## config.mk

```make
export PLATFORM = sky130hd
export DESIGN_NAME = tcc_timer16
export DESIGN_NICKNAME = d
export VERILOG_FILES = /design/src/design/tcc_input_cond.v /design/src/design/tcc_count_step.v /design/src/design/tcc_timer16.v
export VERILOG_INCLUDE_DIRS = /design/src /design/src/design
export SDC_FILE = /design/constraint.sdc
export NUM_CORES = 1
export LEC_CHECK = 0
export ABC_AREA = 1
export BUFFER_PORTS_ARGS = -buffer_cell sky130_fd_sc_hd__buf_2
export CAP_MARGIN = 10
export CORE_ASPECT_RATIO = 0.5
export CORE_MARGIN = 4
export CORE_UTILIZATION = 53
export CTS_BUF_LIST = sky130_fd_sc_hd__clkbuf_2 sky130_fd_sc_hd__clkbuf_4 sky130_fd_sc_hd__clkbuf_8
export DETAILED_ROUTE_END_ITERATION = 7
export PLACE_DENSITY = 0.75
export SLEW_MARGIN = 20
export SYNTH_ARGS = -nofsm -noshare
export SYNTH_HDL_FRONTEND = slang
export SYNTH_SLANG_ARGS = --single-unit
```

## constraint.sdc

```tcl
create_clock -name sys_clk -period 4.44 [get_ports sys_clk]
set_input_delay 0.666 -clock sys_clk [delete_from_list [all_inputs] [get_ports sys_clk]]
set_output_delay 0.666 -clock sys_clk [all_outputs]
set_load 0.01 [all_outputs]
```

## src/design/tcc_map.vh

```
// register offsets, field positions and constants of the 16-bit timer core
`ifndef TCC_MAP_VH
`define TCC_MAP_VH

`define TCC_ADDR_W          4
`define TCC_OFS_CNT_LO      4'h0
`define TCC_OFS_CNT_HI      4'h1
`define TCC_OFS_CAP_LO      4'h2
`define TCC_OFS_CAP_HI      4'h3
`define TCC_OFS_CMPA_LO     4'h4
`define TCC_OFS_CMPA_HI     4'h5
`define TCC_OFS_CMPB_LO     4'h6
`define TCC_OFS_CMPB_HI     4'h7
`define TCC_OFS_CTRL_A      4'h8
`define TCC_OFS_CTRL_B      4'h9
`define TCC_OFS_FLAGS       4'ha
`define TCC_OFS_MASK        4'hb
`define TCC_OFS_CMP_CTRL    4'hc

// control a: waveform mode bits 1:0
`define TCC_CA_WGM_LO       1:0
// control b fields
`define TCC_CB_FILTER       7
`define TCC_CB_EDGE         6
`define TCC_CB_WGM_HI       4:3
`define TCC_CB_CS           2:0
// flags and mask bit positions
`define TCC_BIT_CAP         5
`define TCC_BIT_OVF         0
// comparator control: capture source select
`define TCC_BIT_ACSEL       2

// clock select codes
`define TCC_CS_STOP         3'h0
`define TCC_CS_DIV1         3'h1
`define TCC_CS_DIV8         3'h2
`define TCC_CS_DIV64        3'h3
`define TCC_CS_DIV256       3'h4
`define TCC_CS_DIV1024      3'h5
`define TCC_CS_EXT_FALL     3'h6
`define TCC_CS_EXT_RISE     3'h7
`define TCC_PRE_W           10
`define TCC_PRE_M8          10'h007
`define TCC_PRE_M64         10'h03f
`define TCC_PRE_M256        10'h0ff
`define TCC_PRE_M1024       10'h3ff

// counter values
`define TCC_BOTTOM          16'h0000
`define TCC_MAX             16'hffff
`define TCC_TOP8            16'h00ff
`define TCC_TOP9            16'h01ff
`define TCC_TOP10           16'h03ff

// waveform modes
`define TCC_WGM_NORMAL      4'h0
`define TCC_WGM_PC8         4'h1
`define TCC_WGM_PC9         4'h2
`define TCC_WGM_PC10        4'h3
`define TCC_WGM_CTC_A       4'h4
`define TCC_WGM_FAST8       4'h5
`define TCC_WGM_FAST9       4'h6
`define TCC_WGM_FAST10      4'h7
`define TCC_WGM_PFC_I       4'h8
`define TCC_WGM_PFC_A       4'h9
`define TCC_WGM_PC_I        4'ha
`define TCC_WGM_PC_A        4'hb
`define TCC_WGM_CTC_I       4'hc
`define TCC_WGM_RSVD        4'hd
`define TCC_WGM_FAST_I      4'he
`define TCC_WGM_FAST_A      4'hf

// filter depth in samples
`define TCC_FILT_N          4

`endif

```

## src/design/tcc_input_cond.v

```verilog
// input synchroniser, optional majority-free noise filter and edge detector
`default_nettype none
`include "tcc_map.vh"

module tcc_input_cond #(
    parameter FILT_N = `TCC_FILT_N
) (
    input  wire sys_clk,
    input  wire reset,
    input  wire din,
    input  wire filt_en,
    output wire rise,
    output wire fall
);

    reg              sync1_ff;
    reg              sync2_ff;
    reg [FILT_N-1:0] samp_ff;
    reg              filt_ff;
    reg              level_ff;
    reg              prev_ff;
    reg              nxt_filt;
    reg              nxt_level;

    // ------------------------------------------------------------
    // filter: output follows only when all samples agree
    // ------------------------------------------------------------
    always @* begin
        nxt_filt = filt_ff;
        if (&samp_ff)
            nxt_filt = 1'b1;
        else if (~|samp_ff)
            nxt_filt = 1'b0;
        nxt_level = filt_en ? nxt_filt : sync2_ff;
    end

    always @(posedge sys_clk or posedge reset) begin
        if (reset) begin
            sync1_ff <= 1'b0;
            sync2_ff <= 1'b0;
            samp_ff  <= {FILT_N{1'b0}};
            filt_ff  <= 1'b0;
            level_ff <= 1'b0;
            prev_ff  <= 1'b0;
        end else begin
            sync1_ff <= din;
            sync2_ff <= sync1_ff;
            samp_ff  <= {samp_ff[FILT_N-2:0], sync2_ff};
            filt_ff  <= nxt_filt;
            level_ff <= nxt_level;
            prev_ff  <= level_ff;
        end
    end

    assign rise = level_ff & ~prev_ff;
    assign fall = ~level_ff & prev_ff;

endmodule // tcc_input_cond
`default_nettype wire

```

## src/design/tcc_count_step.v

```verilog
// next-count computation, top and bottom decoding for each waveform mode
`default_nettype none
`include "tcc_map.vh"

module tcc_count_step (
    input  wire [15:0] count,
    input  wire        dir_down,
    input  wire [3:0]  mode,
    input  wire [15:0] cmpa,
    input  wire [15:0] cap,
    output reg  [15:0] nxt_count,
    output reg         nxt_dir_down,
    output reg         at_top,
    output wire        at_bottom,
    output reg         ovf
);

    reg [15:0] top;
    reg        dual;
    reg        ctc;

    always @* begin
        dual = 1'b0;
        ctc  = 1'b0;
        case (mode)
            `TCC_WGM_PC8:    begin top = `TCC_TOP8;  dual = 1'b1; end
            `TCC_WGM_PC9:    begin top = `TCC_TOP9;  dual = 1'b1; end
            `TCC_WGM_PC10:   begin top = `TCC_TOP10; dual = 1'b1; end
            `TCC_WGM_CTC_A:  begin top = cmpa;       ctc  = 1'b1; end
            `TCC_WGM_FAST8:  top = `TCC_TOP8;
            `TCC_WGM_FAST9:  top = `TCC_TOP9;
            `TCC_WGM_FAST10: top = `TCC_TOP10;
            `TCC_WGM_PFC_I:  begin top = cap;        dual = 1'b1; end
            `TCC_WGM_PFC_A:  begin top = cmpa;       dual = 1'b1; end
            `TCC_WGM_PC_I:   begin top = cap;        dual = 1'b1; end
            `TCC_WGM_PC_A:   begin top = cmpa;       dual = 1'b1; end
            `TCC_WGM_CTC_I:  begin top = cap;        ctc  = 1'b1; end
            `TCC_WGM_FAST_I: top = cap;
            `TCC_WGM_FAST_A: top = cmpa;
            default:         top = `TCC_MAX;
        endcase
        at_top       = (count == top);
        nxt_dir_down = dir_down;
        ovf          = 1'b0;
        if (dual) begin
            if (!dir_down && at_top)
                nxt_dir_down = 1'b1;
            else if (dir_down && at_bottom)
                nxt_dir_down = 1'b0;
            nxt_count = nxt_dir_down ? count - 16'h0001 : count + 16'h0001;
            ovf       = dir_down && at_bottom;
        end else begin
            nxt_dir_down = 1'b0;
            nxt_count    = at_top ? `TCC_BOTTOM : count + 16'h0001;
            ovf          = ctc ? (count == `TCC_MAX) : at_top;
        end
    end

    assign at_bottom = (count == `TCC_BOTTOM);

endmodule // tcc_count_step
`default_nettype wire

```

## src/design/tcc_timer16.v

```verilog
// 16-bit timer/counter core with input capture and byte-wide register access
`default_nettype none
`include "tcc_map.vh"

// How it works
// - clock select zero stops the counter
// - tick clears, increments or decrements count
// - top and bottom flags; clear zeroes
// - upper byte through shared staging register
// - count accessible with or without ticks
// - cpu write beats clear or count
// - mode field picks sequence and overflow
// - matching capture edge copies count
// - capture flag set with copy, raises irq
// - flag cleared by service or one-write
// - capture read low first via staging
// - capture writable only in its top modes
// - comparator select reroutes capture source
// - filter adds four cycles latency
// - filter needs four equal samples
// - no capture in capture-top modes
// - new capture overwrites old value
// - pin driven by port triggers capture
// - bottom, max and top values
// - compare reads bypass staging register
module tcc_timer16 (
    input  wire                   sys_clk,
    input  wire                   reset,
    input  wire [`TCC_ADDR_W-1:0] bus_addr,
    input  wire                   bus_wr,
    input  wire                   bus_rd,
    input  wire [7:0]             bus_wdata,
    output wire [7:0]             bus_rdata,
    input  wire                   capture_input_pin,
    input  wire                   comparator_output,
    input  wire                   external_count_pin,
    input  wire                   capture_irq_ack,
    input  wire                   overflow_irq_ack,
    output wire                   capture_irq,
    output wire                   overflow_irq,
    output wire                   at_top,
    output wire                   at_bottom
);

    reg  [15:0]          count_value_ff;
    reg                  dir_down_ff;
    reg  [15:0]          capture_value_ff;
    reg  [15:0]          cmpa_ff;
    reg  [15:0]          cmpb_ff;
    reg  [7:0]           staging_ff;
    reg  [7:0]           timer_control_a_ff;
    reg  [7:0]           timer_control_b_ff;
    reg                  comparator_capture_select_ff;
    reg                  capture_flag_ff;
    reg                  overflow_flag_ff;
    reg                  capture_irq_enable_ff;
    reg                  overflow_irq_enable_ff;
    reg  [`TCC_PRE_W-1:0] presc_ff;
    reg  [7:0]           rdata_ff;
    reg                  capture_irq_ff;
    reg                  overflow_irq_ff;
    reg                  at_top_ff;
    reg                  at_bottom_ff;

    reg  [15:0]          nxt_count_value;
    reg                  nxt_dir_down;
    reg  [15:0]          nxt_capture_value;
    reg  [15:0]          nxt_cmpa;
    reg  [15:0]          nxt_cmpb;
    reg  [7:0]           nxt_staging;
    reg  [7:0]           nxt_rdata;
    reg                  nxt_capture_flag;
    reg                  nxt_overflow_flag;
    reg                  timer_tick;

    wire [3:0]           waveform_mode_field;
    wire [2:0]           clock_select_field;
    wire                 filter_enable;
    wire                 edge_select;
    wire                 cap_src;
    wire                 cap_rise;
    wire                 cap_fall;
    wire                 ext_rise;
    wire                 ext_fall;
    wire [15:0]          step_count;
    wire                 step_dir_down;
    wire                 step_top;
    wire                 step_bottom;
    wire                 step_ovf;
    wire                 capture_event;
    wire                 wr_cnt_lo;
    wire                 flags_wr;

    // ------------------------------------------------------------
    // mode decoding
    // ------------------------------------------------------------
    function cap_is_top;
        input [3:0] mode;
        begin
            cap_is_top = (mode == `TCC_WGM_PFC_I) || (mode == `TCC_WGM_PC_I) ||
                         (mode == `TCC_WGM_CTC_I) || (mode == `TCC_WGM_FAST_I);
        end
    endfunction

    assign waveform_mode_field = {timer_control_b_ff[`TCC_CB_WGM_HI],
                                  timer_control_a_ff[`TCC_CA_WGM_LO]};
    assign clock_select_field  = timer_control_b_ff[`TCC_CB_CS];
    assign filter_enable       = timer_control_b_ff[`TCC_CB_FILTER];
    assign edge_select         = timer_control_b_ff[`TCC_CB_EDGE];

    // ------------------------------------------------------------
    // capture source and conditioning
    // ------------------------------------------------------------
    // the pin level already reflects any port drive, so software can
    // provoke a capture simply by toggling that pin
    assign cap_src = comparator_capture_select_ff ? comparator_output
                                                  : capture_input_pin;

    tcc_input_cond u_cap_cond (
        .sys_clk (sys_clk),
        .reset   (reset),
        .din     (cap_src),
        .filt_en (filter_enable),
        .rise    (cap_rise),
        .fall    (cap_fall)
    );

    tcc_input_cond u_ext_cond (
        .sys_clk (sys_clk),
        .reset   (reset),
        .din     (external_count_pin),
        .filt_en (1'b0),
        .rise    (ext_rise),
        .fall    (ext_fall)
    );

    assign capture_event = (edge_select ? cap_rise : cap_fall) &&
                           !cap_is_top(waveform_mode_field);

    // ------------------------------------------------------------
    // timer tick selection
    // ------------------------------------------------------------
    always @* begin
        case (clock_select_field)
            `TCC_CS_STOP:     timer_tick = 1'b0;
            `TCC_CS_DIV1:     timer_tick = 1'b1;
            `TCC_CS_DIV8:     timer_tick = (presc_ff & `TCC_PRE_M8) == `TCC_PRE_M8;
            `TCC_CS_DIV64:    timer_tick = (presc_ff & `TCC_PRE_M64) == `TCC_PRE_M64;
            `TCC_CS_DIV256:   timer_tick = (presc_ff & `TCC_PRE_M256) == `TCC_PRE_M256;
            `TCC_CS_DIV1024:  timer_tick = presc_ff == `TCC_PRE_M1024;
            `TCC_CS_EXT_FALL: timer_tick = ext_fall;
            `TCC_CS_EXT_RISE: timer_tick = ext_rise;
            default:          timer_tick = 1'b0;
        endcase
    end

    tcc_count_step u_step (
        .count        (count_value_ff),
        .dir_down     (dir_down_ff),
        .mode         (waveform_mode_field),
        .cmpa         (cmpa_ff),
        .cap          (capture_value_ff),
        .nxt_count    (step_count),
        .nxt_dir_down (step_dir_down),
        .at_top       (step_top),
        .at_bottom    (step_bottom),
        .ovf          (step_ovf)
    );

    // ------------------------------------------------------------
    // register access and state update
    // ------------------------------------------------------------
    assign wr_cnt_lo = bus_wr && (bus_addr == `TCC_OFS_CNT_LO);
    assign flags_wr  = bus_wr && (bus_addr == `TCC_OFS_FLAGS);

    always @* begin
        nxt_count_value   = count_value_ff;
        nxt_dir_down      = dir_down_ff;
        nxt_capture_value = capture_value_ff;
        nxt_cmpa          = cmpa_ff;
        nxt_cmpb          = cmpb_ff;
        nxt_staging       = staging_ff;
        nxt_rdata         = 8'h00;
        if (timer_tick) begin
            nxt_count_value = step_count;
            nxt_dir_down    = step_dir_down;
        end
        if (wr_cnt_lo)
            nxt_count_value = {staging_ff, bus_wdata};
        if (capture_event)
            nxt_capture_value = count_value_ff;
        if (bus_wr) begin
            case (bus_addr)
                `TCC_OFS_CNT_HI,
                `TCC_OFS_CAP_HI,
                `TCC_OFS_CMPA_HI,
                `TCC_OFS_CMPB_HI: nxt_staging = bus_wdata;
                `TCC_OFS_CAP_LO: begin
                    if (cap_is_top(waveform_mode_field))
                        nxt_capture_value = {staging_ff, bus_wdata};
                end
                `TCC_OFS_CMPA_LO: nxt_cmpa = {staging_ff, bus_wdata};
                `TCC_OFS_CMPB_LO: nxt_cmpb = {staging_ff, bus_wdata};
                default: ;
            endcase
        end
        if (bus_rd) begin
            case (bus_addr)
                `TCC_OFS_CNT_LO: begin
                    nxt_rdata   = count_value_ff[7:0];
                    nxt_staging = count_value_ff[15:8];
                end
                `TCC_OFS_CNT_HI:   nxt_rdata = staging_ff;
                `TCC_OFS_CAP_LO: begin
                    nxt_rdata   = capture_value_ff[7:0];
                    nxt_staging = capture_value_ff[15:8];
                end
                `TCC_OFS_CAP_HI:   nxt_rdata = staging_ff;
                `TCC_OFS_CMPA_LO:  nxt_rdata = cmpa_ff[7:0];
                `TCC_OFS_CMPA_HI:  nxt_rdata = cmpa_ff[15:8];
                `TCC_OFS_CMPB_LO:  nxt_rdata = cmpb_ff[7:0];
                `TCC_OFS_CMPB_HI:  nxt_rdata = cmpb_ff[15:8];
                `TCC_OFS_CTRL_A:   nxt_rdata = timer_control_a_ff;
                `TCC_OFS_CTRL_B:   nxt_rdata = timer_control_b_ff;
                `TCC_OFS_FLAGS: begin
                    nxt_rdata[`TCC_BIT_CAP] = capture_flag_ff;
                    nxt_rdata[`TCC_BIT_OVF] = overflow_flag_ff;
                end
                `TCC_OFS_MASK: begin
                    nxt_rdata[`TCC_BIT_CAP] = capture_irq_enable_ff;
                    nxt_rdata[`TCC_BIT_OVF] = overflow_irq_enable_ff;
                end
                `TCC_OFS_CMP_CTRL: nxt_rdata[`TCC_BIT_ACSEL] = comparator_capture_select_ff;
                default:           nxt_rdata = 8'h00;
            endcase
        end
    end

    // ------------------------------------------------------------
    // flags: a set in the clearing cycle wins
    // ------------------------------------------------------------
    always @* begin
        nxt_capture_flag  = capture_flag_ff;
        nxt_overflow_flag = overflow_flag_ff;
        if (capture_irq_ack || (flags_wr && bus_wdata[`TCC_BIT_CAP]))
            nxt_capture_flag = 1'b0;
        if (overflow_irq_ack || (flags_wr && bus_wdata[`TCC_BIT_OVF]))
            nxt_overflow_flag = 1'b0;
        if (capture_event)
            nxt_capture_flag = 1'b1;
        if (timer_tick && step_ovf && !wr_cnt_lo)
            nxt_overflow_flag = 1'b1;
    end

    always @(posedge sys_clk or posedge reset) begin
        if (reset) begin
            count_value_ff               <= `TCC_BOTTOM;
            dir_down_ff                  <= 1'b0;
            capture_value_ff             <= `TCC_BOTTOM;
            cmpa_ff                      <= `TCC_BOTTOM;
            cmpb_ff                      <= `TCC_BOTTOM;
            staging_ff                   <= 8'h00;
            timer_control_a_ff           <= 8'h00;
            timer_control_b_ff           <= 8'h00;
            comparator_capture_select_ff <= 1'b0;
            capture_flag_ff              <= 1'b0;
            overflow_flag_ff             <= 1'b0;
            capture_irq_enable_ff        <= 1'b0;
            overflow_irq_enable_ff       <= 1'b0;
            presc_ff                     <= {`TCC_PRE_W{1'b0}};
            rdata_ff                     <= 8'h00;
            capture_irq_ff               <= 1'b0;
            overflow_irq_ff              <= 1'b0;
            at_top_ff                    <= 1'b0;
            at_bottom_ff                 <= 1'b1;
        end else begin
            count_value_ff   <= nxt_count_value;
            dir_down_ff      <= nxt_dir_down;
            capture_value_ff <= nxt_capture_value;
            cmpa_ff          <= nxt_cmpa;
            cmpb_ff          <= nxt_cmpb;
            staging_ff       <= nxt_staging;
            capture_flag_ff  <= nxt_capture_flag;
            overflow_flag_ff <= nxt_overflow_flag;
            presc_ff         <= presc_ff + {{(`TCC_PRE_W-1){1'b0}}, 1'b1};
            rdata_ff         <= nxt_rdata;
            if (bus_wr && bus_addr == `TCC_OFS_CTRL_A)
                timer_control_a_ff <= bus_wdata;
            if (bus_wr && bus_addr == `TCC_OFS_CTRL_B)
                timer_control_b_ff <= bus_wdata;
            if (bus_wr && bus_addr == `TCC_OFS_CMP_CTRL)
                comparator_capture_select_ff <= bus_wdata[`TCC_BIT_ACSEL];
            if (bus_wr && bus_addr == `TCC_OFS_MASK) begin
                capture_irq_enable_ff  <= bus_wdata[`TCC_BIT_CAP];
                overflow_irq_enable_ff <= bus_wdata[`TCC_BIT_OVF];
            end
            capture_irq_ff  <= nxt_capture_flag && capture_irq_enable_ff;
            overflow_irq_ff <= nxt_overflow_flag && overflow_irq_enable_ff;
            at_top_ff       <= step_top;
            at_bottom_ff    <= step_bottom;
        end
    end

    assign bus_rdata    = rdata_ff;
    assign capture_irq  = capture_irq_ff;
    assign overflow_irq = overflow_irq_ff;
    assign at_top       = at_top_ff;
    assign at_bottom    = at_bottom_ff;

endmodule // tcc_timer16
`default_nettype wire

```

# == Word level (Yosys, flattened, before mapping) ==
# Index checks and enable logic that the tools add are counted.
# totals
reg_bits,129
input_bits,21
out_inout_bits,12
word_cells,158
# op_classes
n_addsub,3
n_eq_ne,39
n_mux,39
n_bitwise,8
reduce_logical,40
# ops
operator,count
two-way mux 16 bit,9
case mux 16 bit (5 select lines),1
== test 4 bit (second input constant),12
case mux 2 bit (9 select lines),2
== test 4 x 3 -> 1 bit (second input constant),8
two-way mux 8 bit,4
case mux 1 bit (11 select lines),2
two-way mux 1 bit,17
adder 16 x 1 -> 16 bit (second input constant),1
== test 16 bit,1
== test 16 bit (second input constant),1
== test 4 x 2 -> 1 bit (second input constant),4
zero test 16 bit,1
case mux 8 bit (2 select lines),1
OR reduction 4 bit,4
subtractor 16 x 1 -> 16 bit (second input constant),1
== test 3 bit (second input constant),5
logical AND 1 bit,15
adder 10 x 1 -> 10 bit (second input constant),1
== test 10 bit (second input constant),1
case mux 1 bit (10 select lines),1
OR reduction 2 bit,5
case mux 1 bit (9 select lines),1
== test 4 x 1 -> 1 bit (second input constant),2
other kinds (15),29

# == Longest topological paths before layout ==
# logic_depth
depth_word,11
mapped_depth,20
depth_no_buf,19

# == By module ==
# A second synthesis with hierarchy kept.
# unflattened
hier_cells,1083
hier_area_um2,7985.2
# modules_own_cells
mod,instances,cells_each,area_each_um2,seq_area_each_um2
tcc_timer16,1,662,5516.5,2904.0
tcc_count_step,1,373,1895.6,0.0
tcc_input_cond,2,24,286.5,225.2

# == Worst setup path after synthesis ==
# Ideal clock, no wire load.
# synth_path
path_type,input to register
start,input port bus_addr[1]
end,register count_value_ff[0]
setup_time_ns,0.141
arrival_ns,2.168
required_ns,4.299
path_slack_ns,2.131
cell_stages,11
n_path_buf,2
cell_sequence,nor2_1 > inv_1 > nor2_1 > inv_1 > nor2_1 > inv_1 > and2_1 > clkbuf_1 > clkbuf_1 > nand2_1 > o221ai_1
# synth_between
elab_chain_cells,3
word_cells_on_any_way,4
cone_classes,mux: 1; reduce/logical: 3
# synth_lines
item,line_no,text
"start, declared",tcc_timer16.v:29,"input wire [`TCC_ADDR_W-1:0] bus_addr,"
zero test 4 bit *,n/a,
logical AND 1 bit *,tcc_timer16.v:173,assign wr_cnt_lo = bus_wr && (bus_addr == `TCC_OFS_CNT_LO);
two-way mux 16 bit or nonzero test 2 bit (tied branches),n/a,
"end signal, assigned",tcc_timer16.v:257,count_value_ff <= `TCC_BOTTOM;
"end signal, assigned",tcc_timer16.v:277,count_value_ff <= nxt_count_value;
"end, declared",tcc_timer16.v:45,reg [15:0] count_value_ff;
# Mark *: on every way between the ends. The rest lies on a longest branch, timed or not.
# A chain may end at the register's enable or synchronous reset.

# == Final worst setup path ==
# layout_path
start,register timer_control_b_ff[4]
end,register count_value_ff[9]
# layout_between
elab_chain_cells,11
word_cells_on_any_way,31
cone_classes,eq/ne: 15; mux: 9; reduce/logical: 7
# layout_lines
item,line_no,text
"start, declared",tcc_timer16.v:52,reg [7:0] timer_control_b_ff;
"start signal, assigned",tcc_timer16.v:290,timer_control_b_ff <= bus_wdata;
== test 4 x 3 -> 1 bit (tied with other cells),tcc_count_step.v:25,case (mode)
OR reduction 4 bit (no line) or OR reduction 2 bit (tied branches),n/a,
case mux 16 bit (5 select lines),tcc_count_step.v:25,
== test 16 bit,tcc_count_step.v:42,at_top = (count == top);
logical AND 1 bit,tcc_count_step.v:46,if (!dir_down && at_top)
two-way mux 1 bit,tcc_count_step.v:46,
two-way mux 1 bit,tcc_count_step.v:45,if (dual) begin
two-way mux 16 bit,tcc_count_step.v:50,nxt_count = nxt_dir_down ? count - 16'h0001 : count + 16'h0001;
two-way mux 16 bit *,tcc_count_step.v:45,
two-way mux 16 bit *,tcc_timer16.v:184,if (timer_tick) begin
two-way mux 16 bit *,tcc_timer16.v:188,if (wr_cnt_lo)
# Mark *: on every way between the ends. The rest lies on a longest branch, timed or not. The select of a mux whose other input is x is not followed.

==> metrics.yaml <==
run_status:
  status: "finished, final reports clean"
global_route:
  grt_pass1_vias: 6632
  grt_pass1_wl_microns: 36400
  grt_max_degree: 103
  grt_antenna_before_repair: 0
  groute.usage.overall_pct: 29.4
  grt-ovfl-total: 0
floorplan:
  die-area_sq_um: 15900
  die_x_microns: 175
  core_sq_um: 13600
  io-pin-count: 33
  die_h_microns: 91.3
  num_rows: 30
  initial_core_util_pct: 54.2
detailed_routing:
  wl_microns: 23100
  firstDrtPassIters: 6
  drt_iter0_markers: 968
  ant_nets: 0
  wl_per_cell_microns: 19.3
  drcViolationCount: 0
  vias_per_cell: 5.95
  dr_total_vias: 7154
timing:
  period_needed_ps: 3030
  hold_viol_final: 0
  hold_ws_ps: 323
  worstMarginPinSlew_ps: 999
  rsz0062_at_grt: "no"
  slew_violations: 0
  fin_worst_skew_ps: 9.16
  relSlewSlack_pct: 33.3
  fin_tns_setup_ps: 0
  fmax_mhz: 330
  timing.final.crit_share_pct: 68.2
  setup_viol: 0
  layout_setup_ws_ps: 1410
setup_path:
  crit_required_ps: 4750
  worst_path_max_delay_cell: "nor2_2"
  critical_path.top_delay_family: "simple AND/OR/NAND/NOR gates"
  slowest_delay_ps: 600
  path_buf_inv: 1
  worstSetupStartpointType: "register"
  critPathKind: "reg -> reg"
  cp_max_fo: 16
  setup.worst_path.end_class: "register"
  arrival_ps: 3340
  crit_chain: "inv_2 > nor2_2 > a21oi_1 > nand4_1 > nand2_1 > nor2_1 > nand2_1 > nor2_1 > nand2_2 > nand2_4 > nand2_2 > o211ai_1 > nand3_1"
synth:
  synth-edff-count: 0
  ys_ff_latch: 129
  syn_area_per_cell_sq_um: 7.47
  syn_inst: 984
  synth_fp_nets: 1010
  ys_seq_area_share_pct: 43.9
  synth_top_cells_by_count: "257 x nand2_1, 128 x dfrtp_1, 100 x inv_1"
  synth_top_cell_by_area: "dfrtp_1"
  synth_most_common_cell: "nand2_1"
  syn_area_sq_um: 7350
  synth-main-ff-cell: "dfrtp_1"
  synth_area_leaders: "dfrtp_1 44%, nand2_1 13%, o21ai_0 6.3%, nand3_1 5.4%, inv_1 5.1%"
  synth_warnings: 0
  async_flop_share_pct: 100
  synth.top_cell.area_share_pct: 43.6
  synthDistinctLibCells: 40
placement:
  portBuffers: 32
  dp_hpwl_microns: 16800
  finalWeightedCongestion: 0.988
  place_ws_ps: 1380
  place_area_sq_um: 7610
layout:
  fin_util_pct: 58.9
  fin_nets: 1024
  final_cell_area_sq_um: 7980
  layout-drive-gt1-share_pct: 8.42
  antenna_cells: 0
  area_growth_pct: 8.60
power:
  peakVddDrop_mv: 0.273
  p_clk_share_pct: 21.3
  netSwitchingPower_uw: 2040
  p_seq_share_pct: 40.6
  internal_power_uw: 2470
  powerDensity_nw_per_um2: 566
  leakagePower_uw: 0.00388
  switching_share_pct: 45.2
  comb_power_share_pct: 38.1
clock_network:
  clk_latency_ps: 440
  htree_levels: 4
  clockBufferDepth: 2
  ctsResizeCount: 0
  cts_tree: "built"
  cts_setup_buffers: 0
  cts_root_buf: "clkbuf_8"
  cts_buffers: 17
  cts_sinks: 129
  clk_pin_slew_worst_paths_ps: 80
  hold_buffers: 0
hold_path:
  holdCritPathClass: "in -> reg"
run:
  maxCapViolations: 0
final timing paths:
kind,slack [ps],to,cells after the start,from
worst max-delay path,1410,count_value_ff[9]$_DFFE_PP0P_,13,timer_control_b_ff[4]$_DFFE_PP0P_
worst min-delay path,320,u_ext_cond.sync1_ff$_DFF_PP0_,1,external_count_pin
worst max register to register,1410,count_value_ff[9]$_DFFE_PP0P_,13,timer_control_b_ff[4]$_DFFE_PP0P_
worst min register to register,350,u_ext_cond.level_ff$_DFF_PP0_,0,u_ext_cond.sync2_ff$_DFF_PP0_
max in group asynchronous,3020,at_bottom$_DFF_PP1_,3,reset
min in group asynchronous,430,u_ext_cond.sync2_ff$_DFF_PP0_,2,reset
metal layers:
layer | global-route usage, % | routed length [microns] | part of all wire [%] | up-vias
li1 | - | - | - | 3317
met3 | 7.86 | 2610 | 11 | 69
met5 | 0 | 0 | 0 | -
met4 | 11.8 | 796 | 3.4 | 0
met1 | 42.1 | 10000 | 43 | 3384
met2 | 42.5 | 9700 | 42 | 384
flip-flops by register name (all words and copies together), names as in the netlist, 4 cells and up:
| name | flops |
|---|---|
| cmpa_ff | 16 |
| presc_ff | 10 |
| timer_control_b_ff | 8 |
| u_cap_cond.samp_ff | 4 |
| capture_value_ff | 16 |
| count_value_ff | 16 |
| cmpb_ff | 16 |
| bus_rdata | 8 |
| staging_ff | 8 |
| timer_control_a_ff | 8 |
worst reg2reg max path, cell delays in order, from the launching register on:
cell,delay (ps)
dfrtp_1,530
inv_2,80
nor2_2,600
a21oi_1,210
nand4_1,130
nand2_1,150
nor2_1,120
nand2_1,60
nor2_1,130
nand2_2,170
nand2_4,190
nand2_2,180
o211ai_1,260
nand3_1,90
power groups by stage:
| stage | sequential [uW] | clock (uW) | combinational, uW |
|---|---|---|---|
| final | 1840 | 962 | 1720 |
| after CTS | 1810 | 968 | 1680 |
| after global placement | 1830 | 0 | 1630 |
| after floorplan | 1640 | 0 | 1350 |
| after global routing | 1860 | 1030 | 1920 |
| after detailed placement | 1830 | 0 | 1670 |
cell usage in the layout (no fill, tap or decap), types with 24 or more instances in the layout:
| master | count |
|---|---|
| nand2_1 | 257 |
| dfrtp_1 | 128 |
| inv_1 | 99 |
| o21ai_0 | 92 |
| nor2_1 | 81 |
| nand3_1 | 79 |
| xor2_1 | 33 |
| a21oi_1 | 32 |
| buf_2 | 32 |
| nand4_1 | 24 |
through the flow:
stage	total power, uW	std cells
after floorplan	2990	984
after global placement	3460	1171
after detailed placement	3500	1171
after CTS	4460	1202
after global routing	4810	1202
final	4520	1202
kinds of logic after synthesis:
kind of cell,synth area share [%]
compound gates,16.1
xor+xnor,3.93
fa+ha+maj,0.851
buf+inv,7.80
flops,43.9
simple gates,27.3
layout make-up:
type / instances / area, sq um
Inverter: 103 / 392
Clock buffer: 17 / 234
Multi-Input combinational cell: 709 / 3550
Clock inverter: 14 / 129
Tap cell: 192 / 240
Fill cell: 1238 / 5570
Sequential cell: 129 / 3230
Timing Repair Buffer: 38 / 205
Power figures use the tool's default switching activity.
